File: config.mk
export PLATFORM = sky130hd
export DESIGN_NAME = adcc_top
export DESIGN_NICKNAME = d
export VERILOG_FILES = /design/src/rtl/dummy_never_used_placeholder_removed.v /design/src/rtl/adcc_top.v /design/src/rtl/adcc_tad_gen.v /design/src/rtl/adcc_timer16.v
export VERILOG_INCLUDE_DIRS = /design/src /design/src/rtl
export SDC_FILE = /design/constraint.sdc
export NUM_CORES = 1
export LEC_CHECK = 0
export BUFFER_PORTS_ARGS = -buffer_cell sky130_fd_sc_hd__buf_2
export CAP_MARGIN = 40
export CORE_AREA = 4 4 200 124
export CTS_CLUSTER_SIZE = 8
export DETAILED_ROUTE_END_ITERATION = 12
export DIE_AREA = 0 0 204 128
export GPL_ROUTABILITY_DRIVEN = 1
export HOLD_SLACK_MARGIN = 0.03
export PLACE_DENSITY_LB_ADDON = 0.3
export SETUP_SLACK_MARGIN = 0.3
export SLEW_MARGIN = 10
export SYNTH_ARGS = -nofsm -noshare
export SYNTH_HDL_FRONTEND = slang
export SYNTH_HIERARCHICAL = 1
export SYNTH_SLANG_ARGS = --single-unit
File: constraint.sdc
create_clock -name REF_CLK -period 3.2 [get_ports REF_CLK]
set_input_delay 0.48 -clock REF_CLK [delete_from_list [all_inputs] [get_ports REF_CLK]]
set_output_delay 0.48 -clock REF_CLK [all_outputs]
set_load 0.05 [all_outputs]
File: src/rtl/adcc_map.vh
// Purpose: Register map and timing constants of the converter control block
// Assumes: Register index = printed offset, byte address = 4 * index
// Notes:   Contract list below, tags appear in the design files
//
// Contract
// (RULE1) Conversion lasts 9.5 bit periods to done
// (RULE2) Clock select: 2, 8, 32 osc or RC
// (RULE3) Software keeps bit period at least 1.6 us
// (RULE4) RC bit period independent, about 4 us
// (RULE5) Above 1 MHz, RC clock for sleep only
// (RULE6) Software waits acquisition interval before start
// (RULE7) Output-configured pin converts its driven level
// (RULE8) Channel and direction never block conversions
// (RULE9) Analog-configured port bits read as zero
// (RULE10) Digital-input channel still converted as analog
// (RULE11) Software enables converter before setting start
// (RULE12) Trigger in mode 1011 with converter on starts
// (RULE13) Trigger clears the sixteen bit timer
// (RULE14) Converter off: trigger ignored, timer still cleared
// (RULE15) Completion loads result, clears start, sets flag
// (RULE16) Writing start with converter on begins conversion
// (RULE17) Software waits two bit periods before reacquiring
// (RULE18) Oscillator divider restarts at conversion start
`ifndef ADCC_MAP_VH
`define ADCC_MAP_VH

`define ADCC_IDX_PORT_A      8'h05
`define ADCC_IDX_IRQ_MASTER  8'h0b
`define ADCC_IDX_FLAGS_ONE   8'h0c
`define ADCC_IDX_RESULT      8'h1e
`define ADCC_IDX_CTRL_MAIN   8'h1f
`define ADCC_IDX_CCP_CTRL    8'h20
`define ADCC_IDX_TIMER_LO    8'h21
`define ADCC_IDX_TIMER_HI    8'h22
`define ADCC_IDX_PORT_A_DIR  8'h85
`define ADCC_IDX_ENABLES_ONE 8'h8c
`define ADCC_IDX_PIN_CONFIG  8'h9f

`define ADCC_CTRL_CLKSEL_HI  7
`define ADCC_CTRL_CLKSEL_LO  6
`define ADCC_CTRL_CHAN_HI    5
`define ADCC_CTRL_CHAN_LO    3
`define ADCC_CTRL_GO         2
`define ADCC_CTRL_ON         0
`define ADCC_DONE_BIT        6
`define ADCC_GIE_BIT         7
`define ADCC_PERIPHERAL_IRQ_ENABLE_BIT        6
`define ADCC_CCP_RUN_BIT     4

`define ADCC_RST_DIR         6'h3f
`define ADCC_RST_BYTE        8'h00
`define ADCC_TRIG_MODE       4'hb

`define ADCC_CLK_NS          20
`define ADCC_RC_TAD_NS       4000
`define ADCC_RC_HALF_CYC     ((`ADCC_RC_TAD_NS / 2) / `ADCC_CLK_NS)
`define ADCC_HALF_2TOSC      5'd1
`define ADCC_HALF_8TOSC      5'd4
`define ADCC_HALF_32TOSC     5'd16
`define ADCC_CONV_HALVES     5'd19

`endif

File: src/rtl/dummy_never_used_placeholder_removed.v
`timescale 1ns/1ps
`default_nettype none
`default_nettype wire

File: src/rtl/adcc_top.v
// Purpose: Converter control with Wishbone register slave
// Assumes: Comparator input AN_CMP is high when analog level >= AN_DAC
// Notes:   One clock domain; all outputs registered
//
// The Wishbone register port was left to the implementer.
`timescale 1ns/1ps
`default_nettype none
`include "adcc_map.vh"
module adcc_top #(
  parameter RC_HALF = `ADCC_RC_HALF_CYC
) (
  input  wire        REF_CLK,
  input  wire        RST,
  input  wire        WB_CYC_I,
  input  wire        WB_STB_I,
  input  wire        WB_WE_I,
  input  wire [9:0]  WB_ADR_I,
  input  wire [3:0]  WB_SEL_I,
  input  wire [31:0] WB_DAT_I,
  output reg  [31:0] WB_DAT_O,
  output reg         WB_ACK_O,
  output reg         IRQ,
  input  wire [5:0]  PA_IN,
  output reg  [5:0]  PA_OUT,
  output reg  [5:0]  PA_OE_N,
  input  wire        CCP_TRIGGER,
  input  wire        AN_CMP,
  output reg  [2:0]  AN_CHANNEL,
  output reg  [7:0]  AN_DAC,
  output reg         AN_ON
);
  reg  [7:0]  irq_master_q;
  reg  [7:0]  enables_q;
  reg  [2:0]  pin_cfg_q;
  reg  [1:0]  clk_sel_q;
  reg         go_q;
  reg  [7:0]  result_q;
  reg         done_q;
  reg  [3:0]  ccp_mode_q;
  reg         tmr_run_q;
  reg  [4:0]  half_cnt_q;
  reg  [7:0]  trial_bit_q;
  reg  [7:0]  sar_q;
  reg  [7:0]  rd_data;
  wire [15:0] tmr_count;
  wire        half_tick;
  wire        bus_req;
  wire        wr_en;
  wire [7:0]  idx;
  wire [7:0]  wdat;
  wire        wr_ctrl;
  wire        sw_start;
  wire        trig_hit;
  wire        hw_start;
  wire        start;
  wire        decide;
  wire        finish;
  wire        cmp_eff;
  wire [2:0]  pin;
  wire [5:0]  amask;
  wire        done_clr;
  wire        abort;
  wire        wr_ccp;
  wire [5:0]  port_rd;
  wire [5:0]  pin_lvl;
  genvar      g;

  localparam ST_IDLE = 1'b0;
  localparam ST_CONV = 1'b1;

  // Port bits that act as analog inputs for a pin function setting
  function [5:0] analog_mask;
    input [2:0] cfg;
    begin
      case (cfg)
        3'b000, 3'b001, 3'b010, 3'b011: analog_mask = 6'h2f;
        3'b100, 3'b101:                 analog_mask = 6'h0b;
        default:                        analog_mask = 6'h00;
      endcase
    end
  endfunction

  // Port bit that carries a channel; codes above four fall back to bit 0
  function [2:0] chan_pin;
    input [2:0] ch;
    begin
      case (ch)
        3'd1:    chan_pin = 3'd1;
        3'd2:    chan_pin = 3'd2;
        3'd3:    chan_pin = 3'd3;
        3'd4:    chan_pin = 3'd5;
        default: chan_pin = 3'd0;
      endcase
    end
  endfunction

  // Write strobe of one register; used by the control, trigger setup and flag-clear decodes below
  function reg_hit;
    input       en;
    input [7:0] at;
    input [7:0] want;
    begin
      reg_hit = en & (at == want);
    end
  endfunction

  assign bus_req  = WB_CYC_I & WB_STB_I & ~WB_ACK_O;
  assign wr_en    = bus_req & WB_WE_I & WB_SEL_I[0];
  assign idx      = WB_ADR_I[9:2];
  assign wdat     = WB_DAT_I[7:0];
  assign wr_ctrl  = reg_hit(wr_en, idx, `ADCC_IDX_CTRL_MAIN);
  assign wr_ccp   = reg_hit(wr_en, idx, `ADCC_IDX_CCP_CTRL);
  assign done_clr = reg_hit(wr_en, idx, `ADCC_IDX_FLAGS_ONE)
                    & wdat[`ADCC_DONE_BIT];
  // Clearing the on bit beats a start or a completion in the same cycle
  assign abort    = wr_ctrl & ~wdat[`ADCC_CTRL_ON];

  // Start needs the converter already on; a write that also turns it
  // off wins, so the start is dropped
  assign sw_start = wr_ctrl & wdat[`ADCC_CTRL_GO] & AN_ON
                    & wdat[`ADCC_CTRL_ON]; // [RULE16]
  assign trig_hit = CCP_TRIGGER & (ccp_mode_q == `ADCC_TRIG_MODE);
  assign hw_start = trig_hit & AN_ON; // [RULE12] [RULE14]
  // Channel and direction bits are not consulted here
  assign start    = ~go_q & (sw_start | hw_start); // [RULE8]

  assign decide = go_q & half_tick & ~half_cnt_q[0]
                  & (half_cnt_q >= 5'd2)
                  & (half_cnt_q <= `ADCC_CONV_HALVES - 5'd3);
  assign finish = go_q & half_tick
                  & (half_cnt_q == `ADCC_CONV_HALVES - 5'd1); // [RULE1]

  assign pin   = chan_pin(AN_CHANNEL);
  assign amask = analog_mask(pin_cfg_q);
  // Per pin: analog-configured bits read low, output pins feed their latch
  generate
    for (g = 0; g < 6; g = g + 1) begin : g_pin
      assign port_rd[g] = PA_IN[g] & ~amask[g]; // [RULE9]
      assign pin_lvl[g] = PA_OE_N[g] ? AN_CMP : PA_OUT[g]; // [RULE7]
    end
  endgenerate
  // Any input pin is taken as analog, whatever its digital setting
  assign cmp_eff = pin_lvl[pin]; // [RULE10]

  adcc_tad_gen #(
    .RC_HALF (RC_HALF)
  ) u_tad (
    .clk       (REF_CLK),
    .rst       (RST),
    .sel       (clk_sel_q),
    .restart   (start),
    .half_tick (half_tick)
  );

  adcc_timer16 u_tmr (
    .clk   (REF_CLK),
    .rst   (RST),
    .run   (tmr_run_q),
    .clear (trig_hit), // [RULE13] [RULE14]
    .count (tmr_count)
  );

  always @* begin
    case (idx)
      `ADCC_IDX_PORT_A:      rd_data = {2'b00, port_rd}; // [RULE9]
      `ADCC_IDX_IRQ_MASTER:  rd_data = irq_master_q;
      `ADCC_IDX_FLAGS_ONE:   rd_data = {1'b0, done_q, 6'h00};
      `ADCC_IDX_RESULT:      rd_data = result_q;
      `ADCC_IDX_CTRL_MAIN:   rd_data = {clk_sel_q, AN_CHANNEL, go_q,
                                        1'b0, AN_ON};
      `ADCC_IDX_CCP_CTRL:    rd_data = {3'b000, tmr_run_q, ccp_mode_q};
      `ADCC_IDX_TIMER_LO:    rd_data = tmr_count[7:0];
      `ADCC_IDX_TIMER_HI:    rd_data = tmr_count[15:8];
      `ADCC_IDX_PORT_A_DIR:  rd_data = {2'b00, PA_OE_N};
      `ADCC_IDX_ENABLES_ONE: rd_data = enables_q;
      `ADCC_IDX_PIN_CONFIG:  rd_data = {5'b00000, pin_cfg_q};
      default:               rd_data = 8'h00;
    endcase
  end

  // Single-wait slave: ack one cycle after the request, dropped next cycle
  always @(posedge REF_CLK) begin
    if (RST) begin
      WB_ACK_O <= 1'b0;
      WB_DAT_O <= 32'h00000000;
    end else begin
      WB_ACK_O <= bus_req;
      if (bus_req && !WB_WE_I) begin
        WB_DAT_O <= {24'h000000, rd_data};
      end
    end
  end

  // Software-owned configuration
  always @(posedge REF_CLK) begin
    if (RST) begin
      PA_OUT       <= 6'h00;
      PA_OE_N      <= `ADCC_RST_DIR;
      irq_master_q <= `ADCC_RST_BYTE;
      enables_q    <= `ADCC_RST_BYTE;
      pin_cfg_q    <= 3'b000;
      clk_sel_q    <= 2'b00;
      AN_CHANNEL   <= 3'b000;
      AN_ON        <= 1'b0;
    end else if (wr_en) begin
      case (idx)
        `ADCC_IDX_PORT_A:      PA_OUT <= wdat[5:0];
        `ADCC_IDX_IRQ_MASTER:  irq_master_q <= wdat;
        `ADCC_IDX_PORT_A_DIR:  PA_OE_N <= wdat[5:0];
        `ADCC_IDX_ENABLES_ONE: enables_q <= wdat;
        `ADCC_IDX_PIN_CONFIG:  pin_cfg_q <= wdat[2:0];
        `ADCC_IDX_CTRL_MAIN: begin
          clk_sel_q  <= wdat[`ADCC_CTRL_CLKSEL_HI:`ADCC_CTRL_CLKSEL_LO];
          AN_CHANNEL <= wdat[`ADCC_CTRL_CHAN_HI:`ADCC_CTRL_CHAN_LO];
          AN_ON      <= wdat[`ADCC_CTRL_ON];
        end
        default: begin
        end
      endcase
    end
  end

  // Trigger setup sits apart: it never depends on the sequencer state
  always @(posedge REF_CLK) begin
    if (RST) begin
      ccp_mode_q <= 4'h0;
      tmr_run_q  <= 1'b0;
    end else if (wr_ccp) begin
      ccp_mode_q <= wdat[3:0];
      tmr_run_q  <= wdat[`ADCC_CCP_RUN_BIT];
    end
  end

  // Conversion sequencer: 19 half bit periods, eight bit decisions
  always @(posedge REF_CLK) begin
    if (RST) begin
      go_q        <= ST_IDLE;
      half_cnt_q  <= 5'd0;
      trial_bit_q <= 8'h00;
      sar_q       <= 8'h00;
      result_q    <= 8'h00;
      AN_DAC      <= 8'h00;
    end else if (abort) begin
      // Turning the converter off abandons a conversion in flight
      go_q        <= ST_IDLE;
      half_cnt_q  <= 5'd0;
      trial_bit_q <= 8'h00;
      AN_DAC      <= 8'h00;
    end else begin
      case (go_q)
        ST_IDLE: begin
          if (start) begin
            go_q        <= ST_CONV; // [RULE16] [RULE12]
            half_cnt_q  <= 5'd0;
            trial_bit_q <= 8'h80;
            sar_q       <= 8'h00;
            AN_DAC      <= 8'h80;
          end
        end
        ST_CONV: begin
          if (finish) begin
            go_q        <= ST_IDLE; // [RULE15]
            half_cnt_q  <= 5'd0;
            result_q    <= sar_q; // [RULE15]
            trial_bit_q <= 8'h00;
            AN_DAC      <= 8'h00;
          end else if (half_tick) begin
            half_cnt_q <= half_cnt_q + 5'd1; // [RULE1]
            if (decide) begin
              sar_q       <= cmp_eff ? (sar_q | trial_bit_q) : sar_q;
              trial_bit_q <= {1'b0, trial_bit_q[7:1]};
              AN_DAC      <= (cmp_eff ? (sar_q | trial_bit_q) : sar_q)
                             | {1'b0, trial_bit_q[7:1]};
            end
          end
        end
        default: begin
          go_q <= ST_IDLE;
        end
      endcase
    end
  end

  // Done flag: completion in the same cycle as a clear keeps the flag set
  always @(posedge REF_CLK) begin
    if (RST) begin
      done_q <= 1'b0;
      IRQ    <= 1'b0;
    end else begin
      if (finish && !abort) begin
        done_q <= 1'b1; // [RULE15]
      end else if (done_clr) begin
        done_q <= 1'b0;
      end
      IRQ <= done_q & enables_q[`ADCC_DONE_BIT]
             & irq_master_q[`ADCC_GIE_BIT] & irq_master_q[`ADCC_PERIPHERAL_IRQ_ENABLE_BIT];
    end
  end
endmodule
`default_nettype wire

File: src/rtl/adcc_tad_gen.v
// Purpose: Half bit-period tick generator for the converter
// Assumes: Oscillator period equals one REF_CLK period
// Notes:   RC source is modelled by a free-running divider
`timescale 1ns/1ps
`default_nettype none
`include "adcc_map.vh"
module adcc_tad_gen #(
  parameter RC_HALF = `ADCC_RC_HALF_CYC
) (
  input  wire       clk,
  input  wire       rst,
  input  wire [1:0] sel,
  input  wire       restart,
  output wire       half_tick
);
  reg  [4:0]  osc_cnt_q;
  reg  [15:0] rc_cnt_q;
  reg  [4:0]  osc_lim;
  wire        osc_tick;
  wire        rc_tick;

  always @* begin
    case (sel)
      2'b00:   osc_lim = `ADCC_HALF_2TOSC; // [RULE2]
      2'b01:   osc_lim = `ADCC_HALF_8TOSC; // [RULE2]
      default: osc_lim = `ADCC_HALF_32TOSC; // [RULE2]
    endcase
  end

  assign osc_tick = (osc_cnt_q == osc_lim - 5'd1);
  assign rc_tick  = (rc_cnt_q == RC_HALF[15:0] - 16'd1);
  assign half_tick = (sel == 2'b11) ? rc_tick : osc_tick;

  always @(posedge clk) begin
    if (rst || restart || osc_tick) begin
      osc_cnt_q <= 5'd0; // [RULE18]
    end else begin
      osc_cnt_q <= osc_cnt_q + 5'd1;
    end
  end

  // RC divider ignores restart, as the real RC source runs on its own
  always @(posedge clk) begin
    if (rst || rc_tick) begin
      rc_cnt_q <= 16'd0; // [RULE4]
    end else begin
      rc_cnt_q <= rc_cnt_q + 16'd1;
    end
  end
endmodule
`default_nettype wire

File: src/rtl/adcc_timer16.v
// Purpose: Sixteen bit timer cleared by the special event trigger
// Assumes: Counts REF_CLK cycles while run is high
// Notes:   Clear wins over counting
`timescale 1ns/1ps
`default_nettype none
module adcc_timer16 (
  input  wire        clk,
  input  wire        rst,
  input  wire        run,
  input  wire        clear,
  output reg  [15:0] count
);
  always @(posedge clk) begin
    if (rst || clear) begin
      count <= 16'h0000; // [RULE13]
    end else if (run) begin
      count <= count + 16'h0001;
    end
  end
endmodule
`default_nettype wire

; ---- After elaboration in Yosys (flattened, before gate mapping)
; Index checks and enable logic that the tools add are counted.
[word_totals]
input_bits = 59
wordCells = 167
ff_bits = 128
[classes]
add_sub_neg = 5
n_reduce_logical = 24
muxes = 37
n_eq_ne = 32
bitwise = 43
magnitude_cmp = 3
[ops]
columns = cell, count
row1 = 8-bit two-way mux, 12
row2 = 8-bit case mux with 11 select lines, 1
row3 = 8-bit case mux with 2 select lines, 3
row4 = 16-bit by 1-bit adder with 16-bit output (second input constant), 2
row5 = 1-bit bitwise AND, 29
row6 = 8-bit by 6-bit == test with 1-bit output (second input constant), 3
row7 = 8-bit == test (second input constant), 3
row8 = 5-bit case mux with 2 select lines, 2
row9 = 16-bit by 7-bit == test with 1-bit output (second input constant), 1
row10 = 8-bit by 4-bit == test with 1-bit output (second input constant), 2
row11 = 8-bit by 5-bit == test with 1-bit output (second input constant), 2
row12 = 5-bit two-way mux, 3
row13 = 2-bit AND reduction, 7
row14 = 3-bit by 2-bit == test with 1-bit output (second input constant), 4
row15 = 1-bit two-way mux, 12
row16 = 3-bit case mux with 4 select lines, 1
row17 = 6-bit case mux with 2 select lines, 1
row18 = 1-bit NOT, 11
row19 = 5-bit by 1-bit adder with 5-bit output (second input constant), 2
row20 = 3-bit == test (second input constant), 3
row21 = 8-bit by 3-bit == test with 1-bit output (second input constant), 1
row22 = 8-bit by 7-bit OR with 8-bit output, 1
row23 = 8-bit OR, 1
row24 = 3-bit by 1-bit == test with 1-bit output (second input constant), 2
row25 = 25 further kinds, 35

; ---- Logic depth before layout (Yosys ltp)
[logic_depth]
word_depth = 13
depth_mapped = 15
depth_no_buf = 12

; ---- Hierarchy
; Netlist, hierarchy kept.
[by_module_without_submodules]
columns = module, cells_per_inst, seq_area_each_um2, n_inst, area_each_um2
row1 = adcc_top, 503, 1821.7, 1, 4600.7
row2 = adcc_tad_gen, 116, 420.4, 1, 1051.0
row3 = adcc_timer16, 81, 320.3, 1, 716.9

; ---- Worst setup path after synthesis
; No wires, ideal clock.
[synth_path]
kind = register to register
from = register clk_sel_q[1]
to = register AN_DAC[4]
n_path_buf = 2
arrival_time_ns = 2.609
setup_ns = 0.060
setup_slack_ns = 0.530
path_stages_with_launch = 15
path_cell_list = dfxtp_1 > buf_6 > or2_1 > ha_1 > xnor2_1 > nor2_1 > nand4_1 > o21ai_1 > nand2_1 > nor2b_1 > nand2_1 > nor2_2 > dlygate4sd1_1 > o21a_1 > a221o_1
[synth_between]
elab_chain_cells = 11
word_cells_on_any_way = 17
cone_classes = add/sub: 1 / eq/ne: 5 / mux: 4 / bitwise: 5 / reduce/logical: 2
[synth_lines]
columns = item, line
row1 = start: declaration, adcc_top.v:35  ; reg [1:0] clk_sel_q;
row2 = start signal: assignment, adcc_top.v:213  ; clk_sel_q <= wdat[`ADCC_CTRL_CLKSEL_HI:`ADCC_CTRL_CLKSEL_LO];
row3 = 2-bit by 1-bit == test with 1-bit output / 2-bit zero test (equally long branches), adcc_tad_gen.v:23  ; case (sel)
row4 = 5-bit case mux with 2 select lines, adcc_tad_gen.v:23
row5 = 5-bit by 1-bit subtractor with 5-bit output, adcc_tad_gen.v:30  ; assign osc_tick = (osc_cnt_q == osc_lim - 5'd1);
row6 = 5-bit == test, adcc_tad_gen.v:30
row7 = 1-bit two-way mux *, adcc_tad_gen.v:32  ; assign half_tick = (sel == 2'b11) ? rc_tick : osc_tick;
row8 = net half_tick, adcc_top.v:46  ; wire half_tick;
row9 = 1-bit bitwise AND, "adcc_top.v:127, adcc_top.v:130"
row10 = 1-bit bitwise AND, adcc_top.v:127  ; assign decide = go_q & half_tick & ~half_cnt_q[0]
row11 = 1-bit bitwise AND, adcc_top.v:128  ; & (half_cnt_q >= 5'd2)
row12 = 1-bit bitwise AND, adcc_top.v:127
row13 = 3-bit by 1-bit != test with 1-bit output (no source line), -
row14 = 3-bit AND reduction (no source line), -
row15 = end signal: assignment, adcc_top.v:272  ; AN_DAC <= (cmp_eff ? (sar_q | trial_bit_q) : sar_q)
row16 = end: declaration, adcc_top.v:29  ; output reg [7:0] AN_DAC,
; The timed path passes the listed nets; every way through them passes the cells marked *.
; A chain may end at the register's enable or synchronous reset.

; ---- Final worst setup path
[layout_path]
from = register clk_sel_q[1]
to = register AN_DAC[2]
; The elaborated chain is that of the path after synthesis.

==> results.py <==
metrics = {
    "floorplanning": {
        "initial_core_util": 0.279,
        "io_pins": 117,
        "dieArea_um2": 26100,
        "die_w_um": 204,
        "coreArea_um2": 22900,
        "rows": 43,
        "die_y_um": 128,
    },
    "logic_synthesis": {
        "synth_cells": 700,
        "yosysTopAreaCell": "dfxtp_1",
        "synth_edf_count": 0,
        "synth_ff_type": "dfxtp_1",
        "netlist_top_cells_area": "dfxtp_1 40%, mux2i_1 8.5%, nor2_1 5.8%, nand2_1 3.4%, buf_4 3.2%",
        "syn-cell-area_um2": 6370,
        "yosysTopAreaCellShare": 0.402,
        "avgSynthCellArea_um2": 9.10,
        "synth-seq-cells": 128,
        "synth_cell_types": 83,
        "synthArstFlopShare": 0,
        "synth_seq_area_share": 0.402,
        "yosys_warnings": 6,
    },
    "layout": {
        "final_layout_size_suffix_gt1_frac": 0.179,
        "syn2layout_area_growth_pct": 17.2,
        "design_area_um2": 7460,
        "layout.nets": 821,
        "mostFrequentLayoutCells": "128 x dfxtp_1, 99 x nor2_1, 63 x buf_2, 56 x nand2_1, 54 x mux2i_1",
        "layout_commonest_cell": "dfxtp_1",
    },
    "worst_setup_path": {
        "cp_slowest_cell": "dfxtp_1",
        "worstPathRequired_ns": 3.51,
        "critPathMaxFanout": 14,
        "slowest_delay_ns": 0.43,
        "start_kind": "flop",
        "cp-end-kind": "flop",
        "cp_cell_sequence": "or2_1 > ha_1 > xnor2_1 > nor2_1 > nand4_1 > o21ai_1 > nand2_2 > nor2_1 > a21oi_2 > o21ai_2 > nor2_4 > a221o_1",
        "crit_type": "reg -> reg",
        "reg2reg_depth": 12,
        "path_common_cell": "nor2_1",
        "worst_ep_arrival_time_ns": 2.95,
    },
    "timing": {
        "final_hold_viol_count": 0,
        "slew_viol_final": 0,
        "fin_ws_ns": 0.560,
        "max_slew_margin": 0.403,
        "setup_tns_ns": 0,
        "finClkSkew_ns": 0.00954,
        "rsz0062_at_grt": "no",
        "period_needed_ns": 2.64,
        "max_freq_mhz": 379,
        "finalCritPeriodShare": 0.825,
        "worstMarginPinSlew_ns": 0.887,
        "setup_viol": 0,
    },
    "clock_tree": {
        "cts_htree_levels": 4,
        "cts.hold.buffers_added": 0,
        "clockRootBuffer": "clkbuf_16",
        "cts.path.max_buffers": 2,
        "clk_latency_ns": 0.42,
        "cts_buffers": 17,
        "clk_pin_slew_ns": 0.06,
        "cts_tree": "done",
        "cts.sinks": 128,
    },
    "placement": {
        "pre_cts_slack_ns": 0.448,
        "place_congestion": 0.875,
        "dp_hpwl_um": 14100,
        "io_buffers": 63,
        "placed_area_um2": 6860,
    },
    "routing": {
        "drt-wirelength-per-cell_um": 17.3,
        "antenna_left": 0,
        "detail_route.drc_violations": 0,
        "first_pass_iters": 5,
        "routed_wl_um": 18800,
        "via_per_inst": 4.87,
        "drt_iter0_drc": 412,
        "vias": 5284,
    },
    "outcome": {
        "status": "completed",
    },
    "global_route": {
        "grt_pass1_vias": 4869,
        "track_usage": 0.145,
        "grt_pass1_wl_um": 29100,
        "antenna_found_initial": 3,
        "grt_max_degree": 41,
        "grt_overflow": 0,
    },
    "power_and_ir_drop": {
        "p_per_area_nw_per_um2": 500,
        "peakVddDrop_mv": 0.327,
        "p_leak_nw": 2.84,
    },
    "min_path": {
        "hold_depth": 3,
        "hold_class": "in -> reg",
    },
    "flow_run": {
        "cap_violations": 0,
    },
}
## synthesized netlist by cell type (6+ instances only)
cell and n:
nor3_1 6, nand3_1 31, nand2_1 58, dfxtp_1 128, mux2i_1 54, buf_4 27, clkbuf_1 13, xnor2_1 15
ha_1 6, a21oi_1 35, a22o_1 17, o21ai_0 8, o21a_1 7, inv_1 13, buf_2 11, xor2_1 17
nand4_1 12, and2_1 7, a221o_1 7, nor2_1 99
## per-stage QoR
step	hold WS [ns]	util	instances	power (mW)
floorplan	0.432	-	723	1.80
global placement	0.442	0.300	1052	1.84
detailed placement	0.447	0.300	1052	1.84
CTS	0.337	0.325	1084	3.77
global route	0.368	0.326	1084	3.85
finish	0.357	0.326	1085	3.73
## registers in the layout, indices dropped and copies added, names as in the netlist, 4 cells and up
register         cells
u_tad/rc_cnt_q      16
irq_master_q         8
result_q             8
PA_OUT               6
half_cnt_q           5
u_tmr/count         16
PA_OE_N              6
u_tad/osc_cnt_q      5
sar_q                8
ccp_mode_q           4
AN_DAC               8
WB_DAT_O             8
enables_q            8
trial_bit_q          8
## layout make-up
cell class                      count  area, µm²
Antenna cell                        1       2.50
Clock buffer                       22        464
Clock inverter                     10        111
Fill cell                        2404      15400
Inverter                           13       48.8
Multi-Input combinational cell    520       3470
Sequential cell                   128       2560
Tap cell                          315        394
Timing Repair Buffer               76        413
## where the power goes
group	leakage (nW)	internal (mW)	total (mW)	switching, mW
clock network	0.276	1.18	1.92	0.739
registers	1.03	1.60	1.60	0.00487
logic	1.53	0.0432	0.209	0.165
total	2.84	2.82	3.73	0.909
## routing by layer
metal,up-vias,share of wire,global-route usage
met5,-,0.0018,0
met4,6,0.0093,0.0409
met2,181,0.37,0.181
met1,2506,0.53,0.233
li1,2571,-,-
met3,20,0.088,0.0440
## final timing paths
check               start     endpoint  slack (ns)
max reg2reg  clk_sel_q[1]    AN_DAC[2]        0.56
max          clk_sel_q[1]    AN_DAC[2]        0.56
min reg2reg   WB_DAT_O[4]  WB_DAT_O[4]        0.45
min           WB_DAT_I[5]   PA_OE_N[5]        0.36
## worst max-delay path, delay by kind of cell, from the launching register on
kind	cells	cell delay, ns
DFF	1	0.43
adders and majority gates	1	0.31
and+or+nand+nor	6	0.98
xor gates and xnor gates	1	0.13
AOI/OAI and AO/OA	4	0.66
## cells by family after synthesis
family / after synthesis / synth area share
XOR/XNOR: 33 / 0.0466
other: 1 / 0.000589
adder cells (fa/ha/maj): 6 / 0.0118
AND/OR/NAND/NOR: 278 / 0.234
buffers and inverters: 75 / 0.0707
flip-flops: 128 / 0.402
multiplexers: 56 / 0.0908
AO/OA/AOI/OAI: 123 / 0.143
## what timing repair did
item | 4_1_cts | 5_1_grt
gates resized for setup | 0 | 6
buffers inserted | 0 | 0
endpoints found under the setup margin | 0 | 31
Power figures use the tool's default switching activity.
